<file path="src/rtl/stpatt_pkg.sv">
// Behaviour
// - controller toggles state no faster than 25 kHz
// - six-bit code weights 16,8,4,2,1,0.5 dB
// - parallel power-up, strobe low: preset pins pick code
// - parallel power-up, strobe high: code from lines
// - select low parallel, high serial
// - latched parallel: change lines, then pulse strobe
// - strobe held high: code follows lines directly
// - parallel mode ignores serial data and clock
// - serial shift register shifts regardless of strobe
// - serial word sent and shifted MSB first
// - strobe high transparent, falling strobe holds code
// - controller loads bits with strobe low, then pulses
// - serial power-up takes code from parallel lines
// - serial data sampled on rising serial clock
`default_nettype none
package stpatt_pkg;

    // ------------------------------------------------------------
    // code layout
    // ------------------------------------------------------------
    localparam int unsigned CODE_W = 6;              // attenuation word width
    localparam int unsigned CNT_W  = 3;              // serial bit counter width
    localparam logic [2:0]  BITS_PER_WORD = 3'h6;    // serial bits per word

    // power-up preset codes in half-dB steps
    localparam logic [5:0] PRESET_REF  = 6'h00;      // reference state
    localparam logic [5:0] PRESET_8DB  = 6'h10;      // 8 dB
    localparam logic [5:0] PRESET_16DB = 6'h20;      // 16 dB
    localparam logic [5:0] PRESET_MAX  = 6'h3F;      // 31.5 dB

    // ------------------------------------------------------------
    // controller timing
    // ------------------------------------------------------------
    localparam int unsigned PCLK_HZ        = 10_000_000;
    localparam int unsigned TOGGLE_RATE_HZ = 25_000;   // fastest state change
    // least spacing between attenuation changes, rounded up
    localparam int unsigned TOGGLE_CYC =
        (PCLK_HZ + TOGGLE_RATE_HZ - 1) / TOGGLE_RATE_HZ;
    localparam int unsigned GAP_W = 12;              // spacing counter width
    localparam logic [11:0] GAP_LOAD = 12'(TOGGLE_CYC - 1);
    localparam logic [3:0]  DIV_HALF = 4'h2;         // serial clock half period - 1

    // ------------------------------------------------------------
    // apb register map of the controller
    // ------------------------------------------------------------
    localparam logic [11:0] REG_CTRL   = 12'h000;    // mode and code word
    localparam logic [11:0] REG_STATUS = 12'h004;    // busy and last code
    localparam int unsigned CTRL_MODE_LO = 6;        // bits 7:6 mode
    localparam int unsigned CTRL_PRESET_LO = 8;      // bits 9:8 preset select
    localparam int unsigned STAT_BUSY  = 0;          // status busy bit
    localparam int unsigned STAT_CODE_LO = 8;        // status code field

    // controller modes
    localparam logic [1:0] MODE_LATCHED = 2'h0;      // latched parallel
    localparam logic [1:0] MODE_DIRECT  = 2'h1;      // direct parallel
    localparam logic [1:0] MODE_SERIAL  = 2'h2;      // serial word

    // weight of code bit i in tenths of a dB
    function automatic int unsigned stpatt_weight_tenths(input int unsigned bit_idx);
        return 5 << bit_idx;
    endfunction

endpackage
`default_nettype wire

</file>
<file path="src/rtl/stpatt_if.sv">
`timescale 1ns/1ps
`default_nettype none
// pins between controller and attenuator control port
interface stpatt_if;
    logic                          link_clk;          // serial clock, from controller
    logic                          serial_data;       // serial data
    logic                          latch_strobe;      // latch strobe
    logic                          serial_select;     // low parallel, high serial
    logic [stpatt_pkg::CODE_W-1:0] attenuation_code_lines; // parallel lines
    logic                          preset_select_msb; // power-up preset msb
    logic                          preset_select_lsb; // power-up preset lsb

    modport device (
        input link_clk, serial_data, latch_strobe, serial_select,
              attenuation_code_lines, preset_select_msb, preset_select_lsb
    );
    modport controller (
        output link_clk, serial_data, latch_strobe, serial_select,
               attenuation_code_lines, preset_select_msb, preset_select_lsb
    );
endinterface
`default_nettype wire

</file>
<file path="src/rtl/stpatt_ctrl.sv">
`timescale 1ns/1ps
`default_nettype none
// apb controller driving the attenuator control pins
module stpatt_ctrl (
    // apb
    input  wire logic        pclk,
    input  wire logic        presetn,
    input  wire logic        psel,
    input  wire logic        penable,
    input  wire logic        pwrite,
    input  wire logic [11:0] paddr,
    input  wire logic [31:0] pwdata,
    output logic      [31:0] prdata,
    output logic             pready,
    output logic             pslverr,
    // pins
    stpatt_if.controller     pins
);

    // ------------------------------------------------------------
    // state
    // ------------------------------------------------------------
    // one-hot sequencer states
    typedef enum logic [4:0] {
        CT_IDLE  = 5'h01,   // waiting for a word
        CT_SETUP = 5'h02,   // lines set up, strobe low
        CT_SHIFT = 5'h04,   // serial clocking
        CT_PULSE = 5'h08,   // strobe high
        CT_GAP   = 5'h10    // spacing before the next change
    } stpatt_st_e;

    // every flop of the controller lives in this one struct
    typedef struct packed {
        stpatt_st_e  st;
        logic [5:0]  code;      // word last written by software
        logic [5:0]  sh;        // copy being shifted out, msb first
        logic [5:0]  last;      // last parallel word applied
        logic [1:0]  mode;
        logic        sel;       // serial select pin
        logic        clk_o;     // serial clock pin
        logic        data_o;
        logic        le_o;
        logic [5:0]  lines;
        logic [1:0]  preset;
        logic [2:0]  bits;      // bits left to send
        logic [3:0]  div;       // clock divider
        logic [11:0] gap;       // spacing counter
        logic        pend;      // word waiting
        logic [31:0] rdata;
    } stpatt_ctl_s;

    // the whole controller state, registered once per clock
    stpatt_ctl_s q;        // registered state
    stpatt_ctl_s d;        // next state
    logic        wr_acc;   // write access phase
    logic        rd_setup; // read setup phase
    logic        busy;     // a word is waiting or on its way out

    // ------------------------------------------------------------
    // apb handshake
    // ------------------------------------------------------------
    // every access completes in its first access cycle, so the read
    // data must already sit in its flop when that cycle starts
    assign wr_acc   = psel && penable && pwrite;
    assign rd_setup = psel && !penable && !pwrite;
    assign pready   = 1'b1;    // zero wait states
    assign pslverr  = 1'b0;    // nothing is refused with an error
    assign prdata   = q.rdata; // registered during the setup cycle
    // software polls this instead of counting the spacing itself
    assign busy     = q.pend || (q.st != CT_IDLE);

    // ------------------------------------------------------------
    // pin drive
    // ------------------------------------------------------------
    // pin outputs straight from flops, so the attenuator never sees
    // a combinational glitch on its strobe or select;
    // preset pins only matter while the attenuator powers up
    assign pins.serial_select          = q.sel;
    assign pins.link_clk               = q.clk_o;
    assign pins.serial_data            = q.data_o;
    assign pins.latch_strobe           = q.le_o;
    assign pins.attenuation_code_lines = q.lines;
    assign pins.preset_select_msb      = q.preset[1];
    assign pins.preset_select_lsb      = q.preset[0];

    // ------------------------------------------------------------
    // next state
    // ------------------------------------------------------------
    always_comb begin
        d = q;
        d.rdata = '0;
        // read mux; setup-phase data so the access edge sees it
        if (rd_setup) begin
            if (paddr == stpatt_pkg::REG_CTRL) begin
                // control word reads back as written
                d.rdata = {22'h0, q.preset, q.mode, q.code};
            end else if (paddr == stpatt_pkg::REG_STATUS) begin
                // last parallel code and busy flag
                d.rdata = {18'h0, q.last, 7'h0, busy};
            end
            // any other address reads as zero
        end
        // a write queues a new word, unless CT_IDLE takes the pending word that cycle; busy software may overwrite it;
        // writes to any other address are dropped
        if (wr_acc && paddr == stpatt_pkg::REG_CTRL) begin
            d.code   = pwdata[5:0];
            d.mode   = pwdata[stpatt_pkg::CTRL_MODE_LO +: 2];
            d.preset = pwdata[stpatt_pkg::CTRL_PRESET_LO +: 2];
            d.pend   = 1'b1;
        end
        // --------------------------------------------------------
        // pin sequencing
        // --------------------------------------------------------
        case (q.st)
            CT_IDLE: begin
                if (q.pend && q.le_o && (q.mode != stpatt_pkg::MODE_DIRECT)) begin
                    // leaving direct mode: close the latch a cycle before the
                    // lines or the select move, so the old code is held cleanly
                    d.le_o = 1'b0;
                end else if (q.pend) begin
                    // take the pending word, one at a time
                    d.pend = 1'b0;
                    d.sel  = (q.mode == stpatt_pkg::MODE_SERIAL);
                    // direct: strobe stays high, the lines set the code at once
                    if (q.mode == stpatt_pkg::MODE_DIRECT) begin
                        d.le_o  = 1'b1;
                        d.lines = q.code;
                        d.last  = q.code;
                        d.gap   = stpatt_pkg::GAP_LOAD;
                        d.st    = CT_GAP;
                    end else if (q.mode == stpatt_pkg::MODE_SERIAL) begin
                        // first bit stands on the data pin before the first clock
                        d.le_o = 1'b0;
                        d.bits = stpatt_pkg::BITS_PER_WORD;
                        d.sh   = q.code;         // shift a copy, keep the register
                        d.data_o = q.code[5];
                        d.div  = stpatt_pkg::DIV_HALF;
                        d.st   = CT_SHIFT;
                    end else begin
                        // latched: lines move first, strobe still low
                        d.le_o  = 1'b0;
                        d.lines = q.code;
                        d.st    = CT_SETUP;
                    end
                end
            end
            CT_SETUP: begin
                // lines have stood a full cycle; open the latch
                d.le_o = 1'b1;
                d.st   = CT_PULSE;
            end
            CT_SHIFT: begin
                // each half period of the serial clock lasts DIV_HALF + 1 cycles
                if (q.div != 4'h0) begin
                    d.div = q.div - 4'h1;
                end else begin
                    d.div = stpatt_pkg::DIV_HALF;
                    d.clk_o = !q.clk_o;
                    if (q.clk_o) begin
                        // falling edge: next bit, msb first; data moves half a
                        // period ahead of the rising edge that samples it
                        d.sh   = {q.sh[4:0], 1'b0};
                        d.data_o = q.sh[4];
                        if (q.bits == 3'h1) begin
                            d.le_o = 1'b1;
                            d.st   = CT_PULSE;
                        end
                        d.bits = q.bits - 3'h1;
                    end
                end
            end
            CT_PULSE: begin
                // one cycle high is ample for the latch; close it and record;
                // status only reports parallel codes, serial words are not kept
                d.le_o = 1'b0;
                d.last = (q.sel) ? q.last : q.lines;
                d.gap  = stpatt_pkg::GAP_LOAD;
                d.st   = CT_GAP;
            end
            CT_GAP: begin
                // throttle to the internal generator's toggle rate;
                // software sees busy until the spacing has run out
                if (q.gap != 12'h0) begin
                    d.gap = q.gap - 12'h1;
                end else begin
                    d.st = CT_IDLE;
                end
            end
            // an illegal state code falls back to idle
            default: d.st = CT_IDLE;
        endcase
    end

    // ------------------------------------------------------------
    // registers
    // ------------------------------------------------------------
    // one register for all state; reset puts every pin low, that is
    // parallel mode, strobe low and preset 00
    always_ff @(posedge pclk or negedge presetn) begin
        if (!presetn) begin
            q    <= '0;
            q.st <= CT_IDLE;
        end else begin
            q <= d;
        end
    end

endmodule // stpatt_ctrl
`default_nettype wire

</file>
<file path="src/flat_wrapper.sv">
// flat-port wrapper written by rule: the top's interface ports become plain ports
module stpatt_ctrl_flat 
  (pclk, presetn, psel, penable, pwrite, paddr, pwdata, prdata, pready, pslverr, pins_link_clk, pins_serial_data, pins_latch_strobe, pins_serial_select, pins_attenuation_code_lines, pins_preset_select_msb, pins_preset_select_lsb);
  stpatt_if pins_i ();
  input  wire logic pclk;
  input  wire logic presetn;
  input  wire logic psel;
  input  wire logic penable;
  input  wire logic pwrite;
  input  wire logic [11:0] paddr;
  input  wire logic [31:0] pwdata;
  output logic      [31:0] prdata;
  output logic pready;
  output logic pslverr;
  output wire logic [$bits(pins_i.link_clk)-1:0] pins_link_clk;
  output wire logic [$bits(pins_i.serial_data)-1:0] pins_serial_data;
  output wire logic [$bits(pins_i.latch_strobe)-1:0] pins_latch_strobe;
  output wire logic [$bits(pins_i.serial_select)-1:0] pins_serial_select;
  output wire logic [$bits(pins_i.attenuation_code_lines)-1:0] pins_attenuation_code_lines;
  output wire logic [$bits(pins_i.preset_select_msb)-1:0] pins_preset_select_msb;
  output wire logic [$bits(pins_i.preset_select_lsb)-1:0] pins_preset_select_lsb;
  assign pins_link_clk = pins_i.link_clk;
  assign pins_serial_data = pins_i.serial_data;
  assign pins_latch_strobe = pins_i.latch_strobe;
  assign pins_serial_select = pins_i.serial_select;
  assign pins_attenuation_code_lines = pins_i.attenuation_code_lines;
  assign pins_preset_select_msb = pins_i.preset_select_msb;
  assign pins_preset_select_lsb = pins_i.preset_select_lsb;
  stpatt_ctrl u_core (.pclk(pclk), .presetn(presetn), .psel(psel), .penable(penable), .pwrite(pwrite), .paddr(paddr), .pwdata(pwdata), .prdata(prdata), .pready(pready), .pslverr(pslverr), .pins(pins_i));
endmodule
</file>
<file path="config.mk">
export PLATFORM = sky130hd
export DESIGN_NAME = stpatt_ctrl_flat
export DESIGN_NICKNAME = d
export VERILOG_FILES = /design/src/rtl/stpatt_pkg.sv /design/src/rtl/stpatt_if.sv /design/src/rtl/stpatt_ctrl.sv /design/src/flat_wrapper.sv
export SDC_FILE = /design/constraint.sdc
export NUM_CORES = 1
export LEC_CHECK = 0
export BUFFER_PORTS_ARGS = -buffer_cell sky130_fd_sc_hd__buf_2
export CAP_MARGIN = 30
export CORE_MARGIN = 5
export CORE_UTILIZATION = 48
export CTS_BUF_LIST = sky130_fd_sc_hd__clkbuf_16
export DETAILED_ROUTE_END_ITERATION = 10
export GPL_TIMING_DRIVEN = 1
export PLACE_DENSITY = 0.8
export SLEW_MARGIN = 20
export SYNTH_ARGS = -nofsm -noshare
export SYNTH_HDL_FRONTEND = slang
export SYNTH_SLANG_ARGS = --single-unit
</file>
<file path="constraint.sdc">
create_clock -name pclk -period 1.65 [get_ports pclk]
set_input_delay 0.495 -clock pclk [delete_from_list [all_inputs] [get_ports pclk]]
set_output_delay 0.495 -clock pclk [all_outputs]
set_load 0.05 [all_outputs]
</file>
==> results of run 1 <==
## state kept, by name, summed over array words and instances, names as in the netlist
| register | cells |
|---|---|
| u_core.pins.serial_data | 1 |
| u_core.pins.preset_select_msb | 1 |
| u_core.pins.preset_select_lsb | 1 |
| u_core.q | 44 |
| u_core.prdata | 14 |
| u_core.pins.link_clk | 1 |
| u_core.pins.latch_strobe | 1 |
| u_core.pins.attenuation_code_lines | 6 |
| u_core.pins.serial_select | 1 |
## where the power goes
| part | switching [uW] | internal [uW] | total, uW |
|---|---|---|---|
| Combinational | 192 | 70.1 | 262 |
| Sequential | 8.08 | 1720 | 1730 |
| Clock | 762 | 1330 | 2090 |
## metrics by stage
stage | hold WS [ns] | utilization | instances | setup WS (ns)
2_1_floorplan | 0.199 | - | 369 | -0.0477
3_3_place_gp | 0.418 | 0.575 | 516 | -0.188
3_5_place_dp | 0.422 | 0.575 | 516 | -0.250
4_1_cts | 0.0739 | 0.637 | 538 | -0.0688
5_1_grt | 0.109 | 0.690 | 551 | -0.187
6_report | 0.0698 | 0.690 | 551 | -0.136
## kinds of logic after synthesis
| kind of cell | share of synthesized area |
|---|---|
| buffers and inverters | 0.118 |
| AOI/OAI and AO/OA | 0.106 |
| adders and majority gates | 0.0274 |
| xor gates and xnor gates | 0.0216 |
| muxes | 0.0664 |
| other | 0.00205 |
| DFF | 0.479 |
| and+or+nand+nor | 0.179 |
## Yosys cell counts, types with 3 or more instances
cell type	number	area, um^2
a2bb2oi_1	5	43.8
and2_1	11	68.8
and3_1	3	18.8
nand4_1	4	25.0
o21ai_0	6	30.0
nand3_1	10	50.1
nor3_1	8	40.0
inv_1	12	45.0
xor2_1	7	61.3
dfrtp_1	69	1730
mux2_2	18	203
or3_1	3	18.8
nand2b_1	3	18.8
nand2_1	23	86.3
o22ai_1	10	62.6
nor2_1	29	109
clkbuf_1	3	11.3
ha_1	8	100
a21oi_1	14	70.1
buf_4	41	308
buf_2	8	40.0
o31ai_1	6	45.0
mux2i_1	4	40.0
## routing by layer
layer,GRT usage,part of all wire,wire [um]
met5,0,0,0
met4,0.0927,0.035,354
met3,0.0416,0.047,473
met2,0.321,0.53,5400
met1,0.233,0.38,3880
## final timing paths
kind / slack, ns / start / to
hold / removal: 0.07 / presetn / u_core.pins.serial_data
min in group pclk: 0.39 / pwdata[9] / u_core.pins.preset_select_msb
hold reg to reg: 0.50 / u_core.q[71] / u_core.prdata[13]
setup reg to reg: -0.14 / u_core.q[34] / u_core.q[38]
setup / recovery: -0.14 / u_core.q[34] / u_core.q[38]
max in group asynchronous: 0.99 / presetn / u_core.q[84]
## layout make-up
| type | instances | area share |
|---|---|---|
| clock buffer | 9 | 0.0445 |
| multi-input combinational | 232 | 0.384 |
| tap | 99 | 0.0245 |
| clock inverter | 7 | 0.0193 |
| timing repair buffer | 122 | 0.171 |
| sequential | 70 | 0.348 |
| inverter | 12 | 0.00891 |
## worst max-delay path: cells and delay by family, from the launching register on
| kind | cells | cell delay [ns] |
|---|---|---|
| xor gates and xnor gates | 1 | 0.18 |
| buffers and inverters | 2 | 0.30 |
| and+or+nand+nor | 4 | 0.80 |
| DFF | 1 | 0.40 |
## cells in the final DEF, fill, tap and decap left out, types with 6 or more instances in the layout
| master | n |
|---|---|
| a21oi_2 | 10 |
| and2_1 | 9 |
| o22ai_1 | 7 |
| nor2_1 | 21 |
| clkbuf_16 | 9 |
| mux2_2 | 17 |
| buf_6 | 14 |
| nand2_1 | 14 |
| buf_2 | 51 |
| nand3_1 | 7 |
| conb_1 | 20 |
| buf_4 | 53 |
| inv_1 | 9 |
| dfrtp_1 | 64 |
| nor2_2 | 6 |
| xor2_1 | 7 |
## what timing repair did
| item | 4_1_cts | 5_1_grt |
|---|---|---|
| setup buffers | 6 | 13 |
| pin swaps | 5 | 23 |
| gates cloned | 0 | 0 |
| setup endpoints to repair | 29 | 51 |
| hold buffers | 0 | 0 |
| gates resized for setup | 22 | 71 |
==> run summary, run 1 <==
Status = finished with violations
Violated checks = setup timing
PwrDens = 807 mW/mm^2
Multi-input gate area = 0.00194 mm^2
DR iter-0 viols = 160
Asr flop ratio synth = 1.00
CP Class = flip-flop to flip-flop
Via Count = 3025
FP Rows = 31
N_diodes = 0
Slew Viols, Final = 0
Max VDD drop = 0.000470 V
Syn Inst Count = 351
First-pass GRT wire length = 14.8 mm
Gr ovfl total = 0
Starting Density = 0.499
CP Max Fanout = 3
Seq cells post-synth = 70
Overall power = 4080 uW
Die area = 0.00946 mm^2
Warnings from Yosys = 0
Max clock buf depth = 2
Min Clock Period, post-route = 1.79 ns
Slew Limit Headroom = 0.672
First-pass iteration count of the detailed router = 6
Fmax = 0.560 GHz
Number of global-route vias before repair = 3074
Post-synthesis cell area = 0.00366 mm^2
Seq/Total Area, Yosys = 0.479
Tightest Hold Check Type = input port to async pin
Unrepaired setup endpoints after global routing = true
DR vias/cell = 5.49
Cell variety after synth = 58
Startpoint Class = flip-flop
Total clock sinks = 70
Max Cap Viol = 0
Lkg Pwr = 0.00253 uW
Slowest-stage cell, CP = or4_4
CTS H-tree lvls = 3
Worst setup EP type = flip-flop
GP Congestion = 0.824
Final period util = 1.08
Share of layout cells above drive strength 1 = 0.535
Worst Max-Slew Pin Slew = 0.480 ns
Final setup fails = 33
R2r worst-path depth = 7
Largest net degree at the start of global routing = 43
Clk_skew = 0.00909 ns
Post-synth EDFFs = 0
CTS Buf Count = 9
Die width = 97.3 um
Initial antenna violation count = 0
Register area = 0.00176 mm^2
Die Y-Extent = 97.3 um
Area grow syn2layout = 38.3%
Post-route cell area = 0.00506 mm^2
Hpwl dp = 5.96 mm
CP required = 1.87 ns
Fillers = 477
Most frequent CP cell = nor2_1
Fin nets = 504
Primary FF master, synth = dfrtp_1
Placed Instance Area = 0.00422 mm^2
# IOs = 95
Antenna-violating nets left = 0
Clk pin slew, worst setup/hold paths = 0.06 ns
Clk root buf = clkbuf_16
CP Cell Sequence = buf_4 > or4_4 > buf_6 > nor2_1 > nand3_1 > xor2_1 > nor2_1
GRT Total Usage = 0.191
IO Port Bufs = 52
Fin Setup TNS = -1.66 ns
WL per Instance = 18.4 um
Final setup margin = -0.136 ns
Final wirelength = 10.1 mm
Synthesized area per cell = 10.4 um^2
Skew-Pair Late Insertion Delay = 0.34 ns
TritonCTS clock tree = built
Core area = 0.00733 mm^2
Final hold violations = 0
WP data arrival = 2.01 ns
CP peak stage delay = 0.57 ns
Number of remaining DRC errors = 0
(Power assumes the default switching activity.)
==> run 2: changes to the inputs <==
==> constraint.sdc (replaced) <==
create_clock -name pclk -period 1.65 [get_ports pclk]
set_input_delay 0.33 -clock pclk [delete_from_list [all_inputs] [get_ports pclk]]
set_output_delay 0.33 -clock pclk [all_outputs]
set_load 0.05 [all_outputs]
==> run summary, run 2 (same netlist as run 1, synthesis figures left out) <==
CTS Buf Count = 9
Largest reg by FF count = u_core.q
Gr ovfl total = 0
Clk pin slew, worst setup/hold paths = 0.06 ns
GP Congestion = 0.833
Max Cap Viol = 0
Antenna-violating nets left = 0
Tightest Hold Check Type = input port to async pin
Final hold violations = 0
GRT Total Usage = 0.192
Max VDD drop = 0.000488 V
Register area = 0.00176 mm^2
Unrepaired setup endpoints after global routing = true
Fmax = 0.571 GHz
Fin Setup TNS = -1.42 ns
Most common cell after layout, fill and taps aside = dfrtp_1
Area grow syn2layout = 32.5%
Most frequent cells in the layout = dfrtp_1, buf_2, buf_4, conb_1
First-pass iteration count of the detailed router = 4
N_diodes = 0
Share of layout cells above drive strength 1 = 0.486
Largest net degree at the start of global routing = 71
Final wirelength = 9.22 mm
Initial antenna violation count = 0
WP data arrival = 1.99 ns
WL per Instance = 17.0 um
# hold bufs at CTS = 0
Overall power = 3950 uW
Max reg flops = 44
CP Class = flip-flop to flip-flop
Core area = 0.00733 mm^2
Min Clock Period, post-route = 1.75 ns
Final setup fails = 25
Die Y-Extent = 97.3 um
CP Max Fanout = 7
CP required = 1.89 ns
Lkg Pwr = 0.00244 uW
Fin nets = 494
Worst setup EP type = flip-flop
IO Port Bufs = 52
Clk root buf = clkbuf_16
DR iter-0 viols = 249
CP peak stage delay = 0.45 ns
Clk_skew = 0.00571 ns
FP Rows = 31
CTS H-tree lvls = 3
Final Core Density = 0.661
Fillers = 498
Number of remaining DRC errors = 0
Number of global-route vias before repair = 3047
Final period util = 1.06
# IOs = 95
First-pass GRT wire length = 14.8 mm
Final setup margin = -0.101 ns
TritonCTS clock tree = built
Via Count = 2921
Die area = 0.00946 mm^2
Post-route cell area = 0.00484 mm^2
Violated checks = setup timing
DR vias/cell = 5.40
Starting Density = 0.499
Most frequent CP cell = nor2_4
Hpwl dp = 5.63 mm
Slowest-stage cell, CP = dfrtp_1
Die width = 97.3 um
Placed Instance Area = 0.00416 mm^2
CP Cell Sequence = buf_6 > nor2_4 > and3_4 > buf_4 > and2_4 > nor2_4 > o31ai_1
Status = finished with violations
Total clock sinks = 70
Skew-Pair Late Insertion Delay = 0.34 ns
Slew Viols, Final = 0
Multi-input gate area = 0.00186 mm^2
PwrDens = 815 mW/mm^2
Max clock buf depth = 2
Startpoint Class = flip-flop
==> run 2: worst max-delay path: cells and delay by family (launching register included) <==
family | cells | cell delay, ns
AO/OA/AOI/OAI | 1 | 0.21
buffers and inverters | 2 | 0.32
flip-flops | 1 | 0.45
AND/OR/NAND/NOR | 4 | 0.65
==> run 2: report_power, final <==
part	total [uW]	switching, uW	internal, uW	leakage (uW)
combinational	264	189	74.9	0.00132
sequential	1730	6.77	1720	0.000972
clock	1960	781	1170	0.000146
total	3950	977	2970	0.00244
==> run 2: per-layer routing <==
metal | up-vias | GRT usage | part of all wire
li1 | 1339 | - | -
met1 | 1435 | 0.225 | 0.39
met4 | 0 | 0.101 | 0.034
met2 | 112 | 0.332 | 0.52
met5 | - | 0 | 0
met3 | 35 | 0.0388 | 0.049
==> run 2: worst paths after layout <==
kind	startpoint	end	slack, ns	depth (start not counted)
min	presetn	u_core.q[82]	0.009	2
max in group asynchronous	presetn	u_core.q[84]	1.32	2
max reg2reg	u_core.q[85]	u_core.q[40]	-0.10	7
min reg2reg	u_core.q[68]	u_core.prdata[10]	0.50	1
min in group pclk	pwdata[9]	u_core.pins.preset_select_msb	0.22	2
max	u_core.q[85]	u_core.q[40]	-0.10	7
==> run 2: per-stage QoR <==
step | hold slack [ns] | std cells | setup WS (ns)
after detailed placement | 0.383 | 512 | -0.159
after global placement | 0.377 | 512 | -0.0919
after global routing | 0.0393 | 541 | -0.145
after floorplan | 0.0344 | 369 | 0.00110
final | 0.00856 | 541 | -0.101
after CTS | 0.0277 | 536 | -0.0286
==> run 2: final cells by class <==
type,count,share of cell area
inverters,12,0.00930
flip-flops and latches,70,0.362
multi-input cells,232,0.384
well taps,99,0.0256
clock inverters,7,0.0152
clock buffers,9,0.0465
repair buffers,112,0.157
==> run 2: what timing repair did <==
action / CTS / global route
pin swaps: 13 / 10
gates resized for setup: 43 / 27
setup buffers: 9 / 6
setup endpoints to repair: 33 / 41
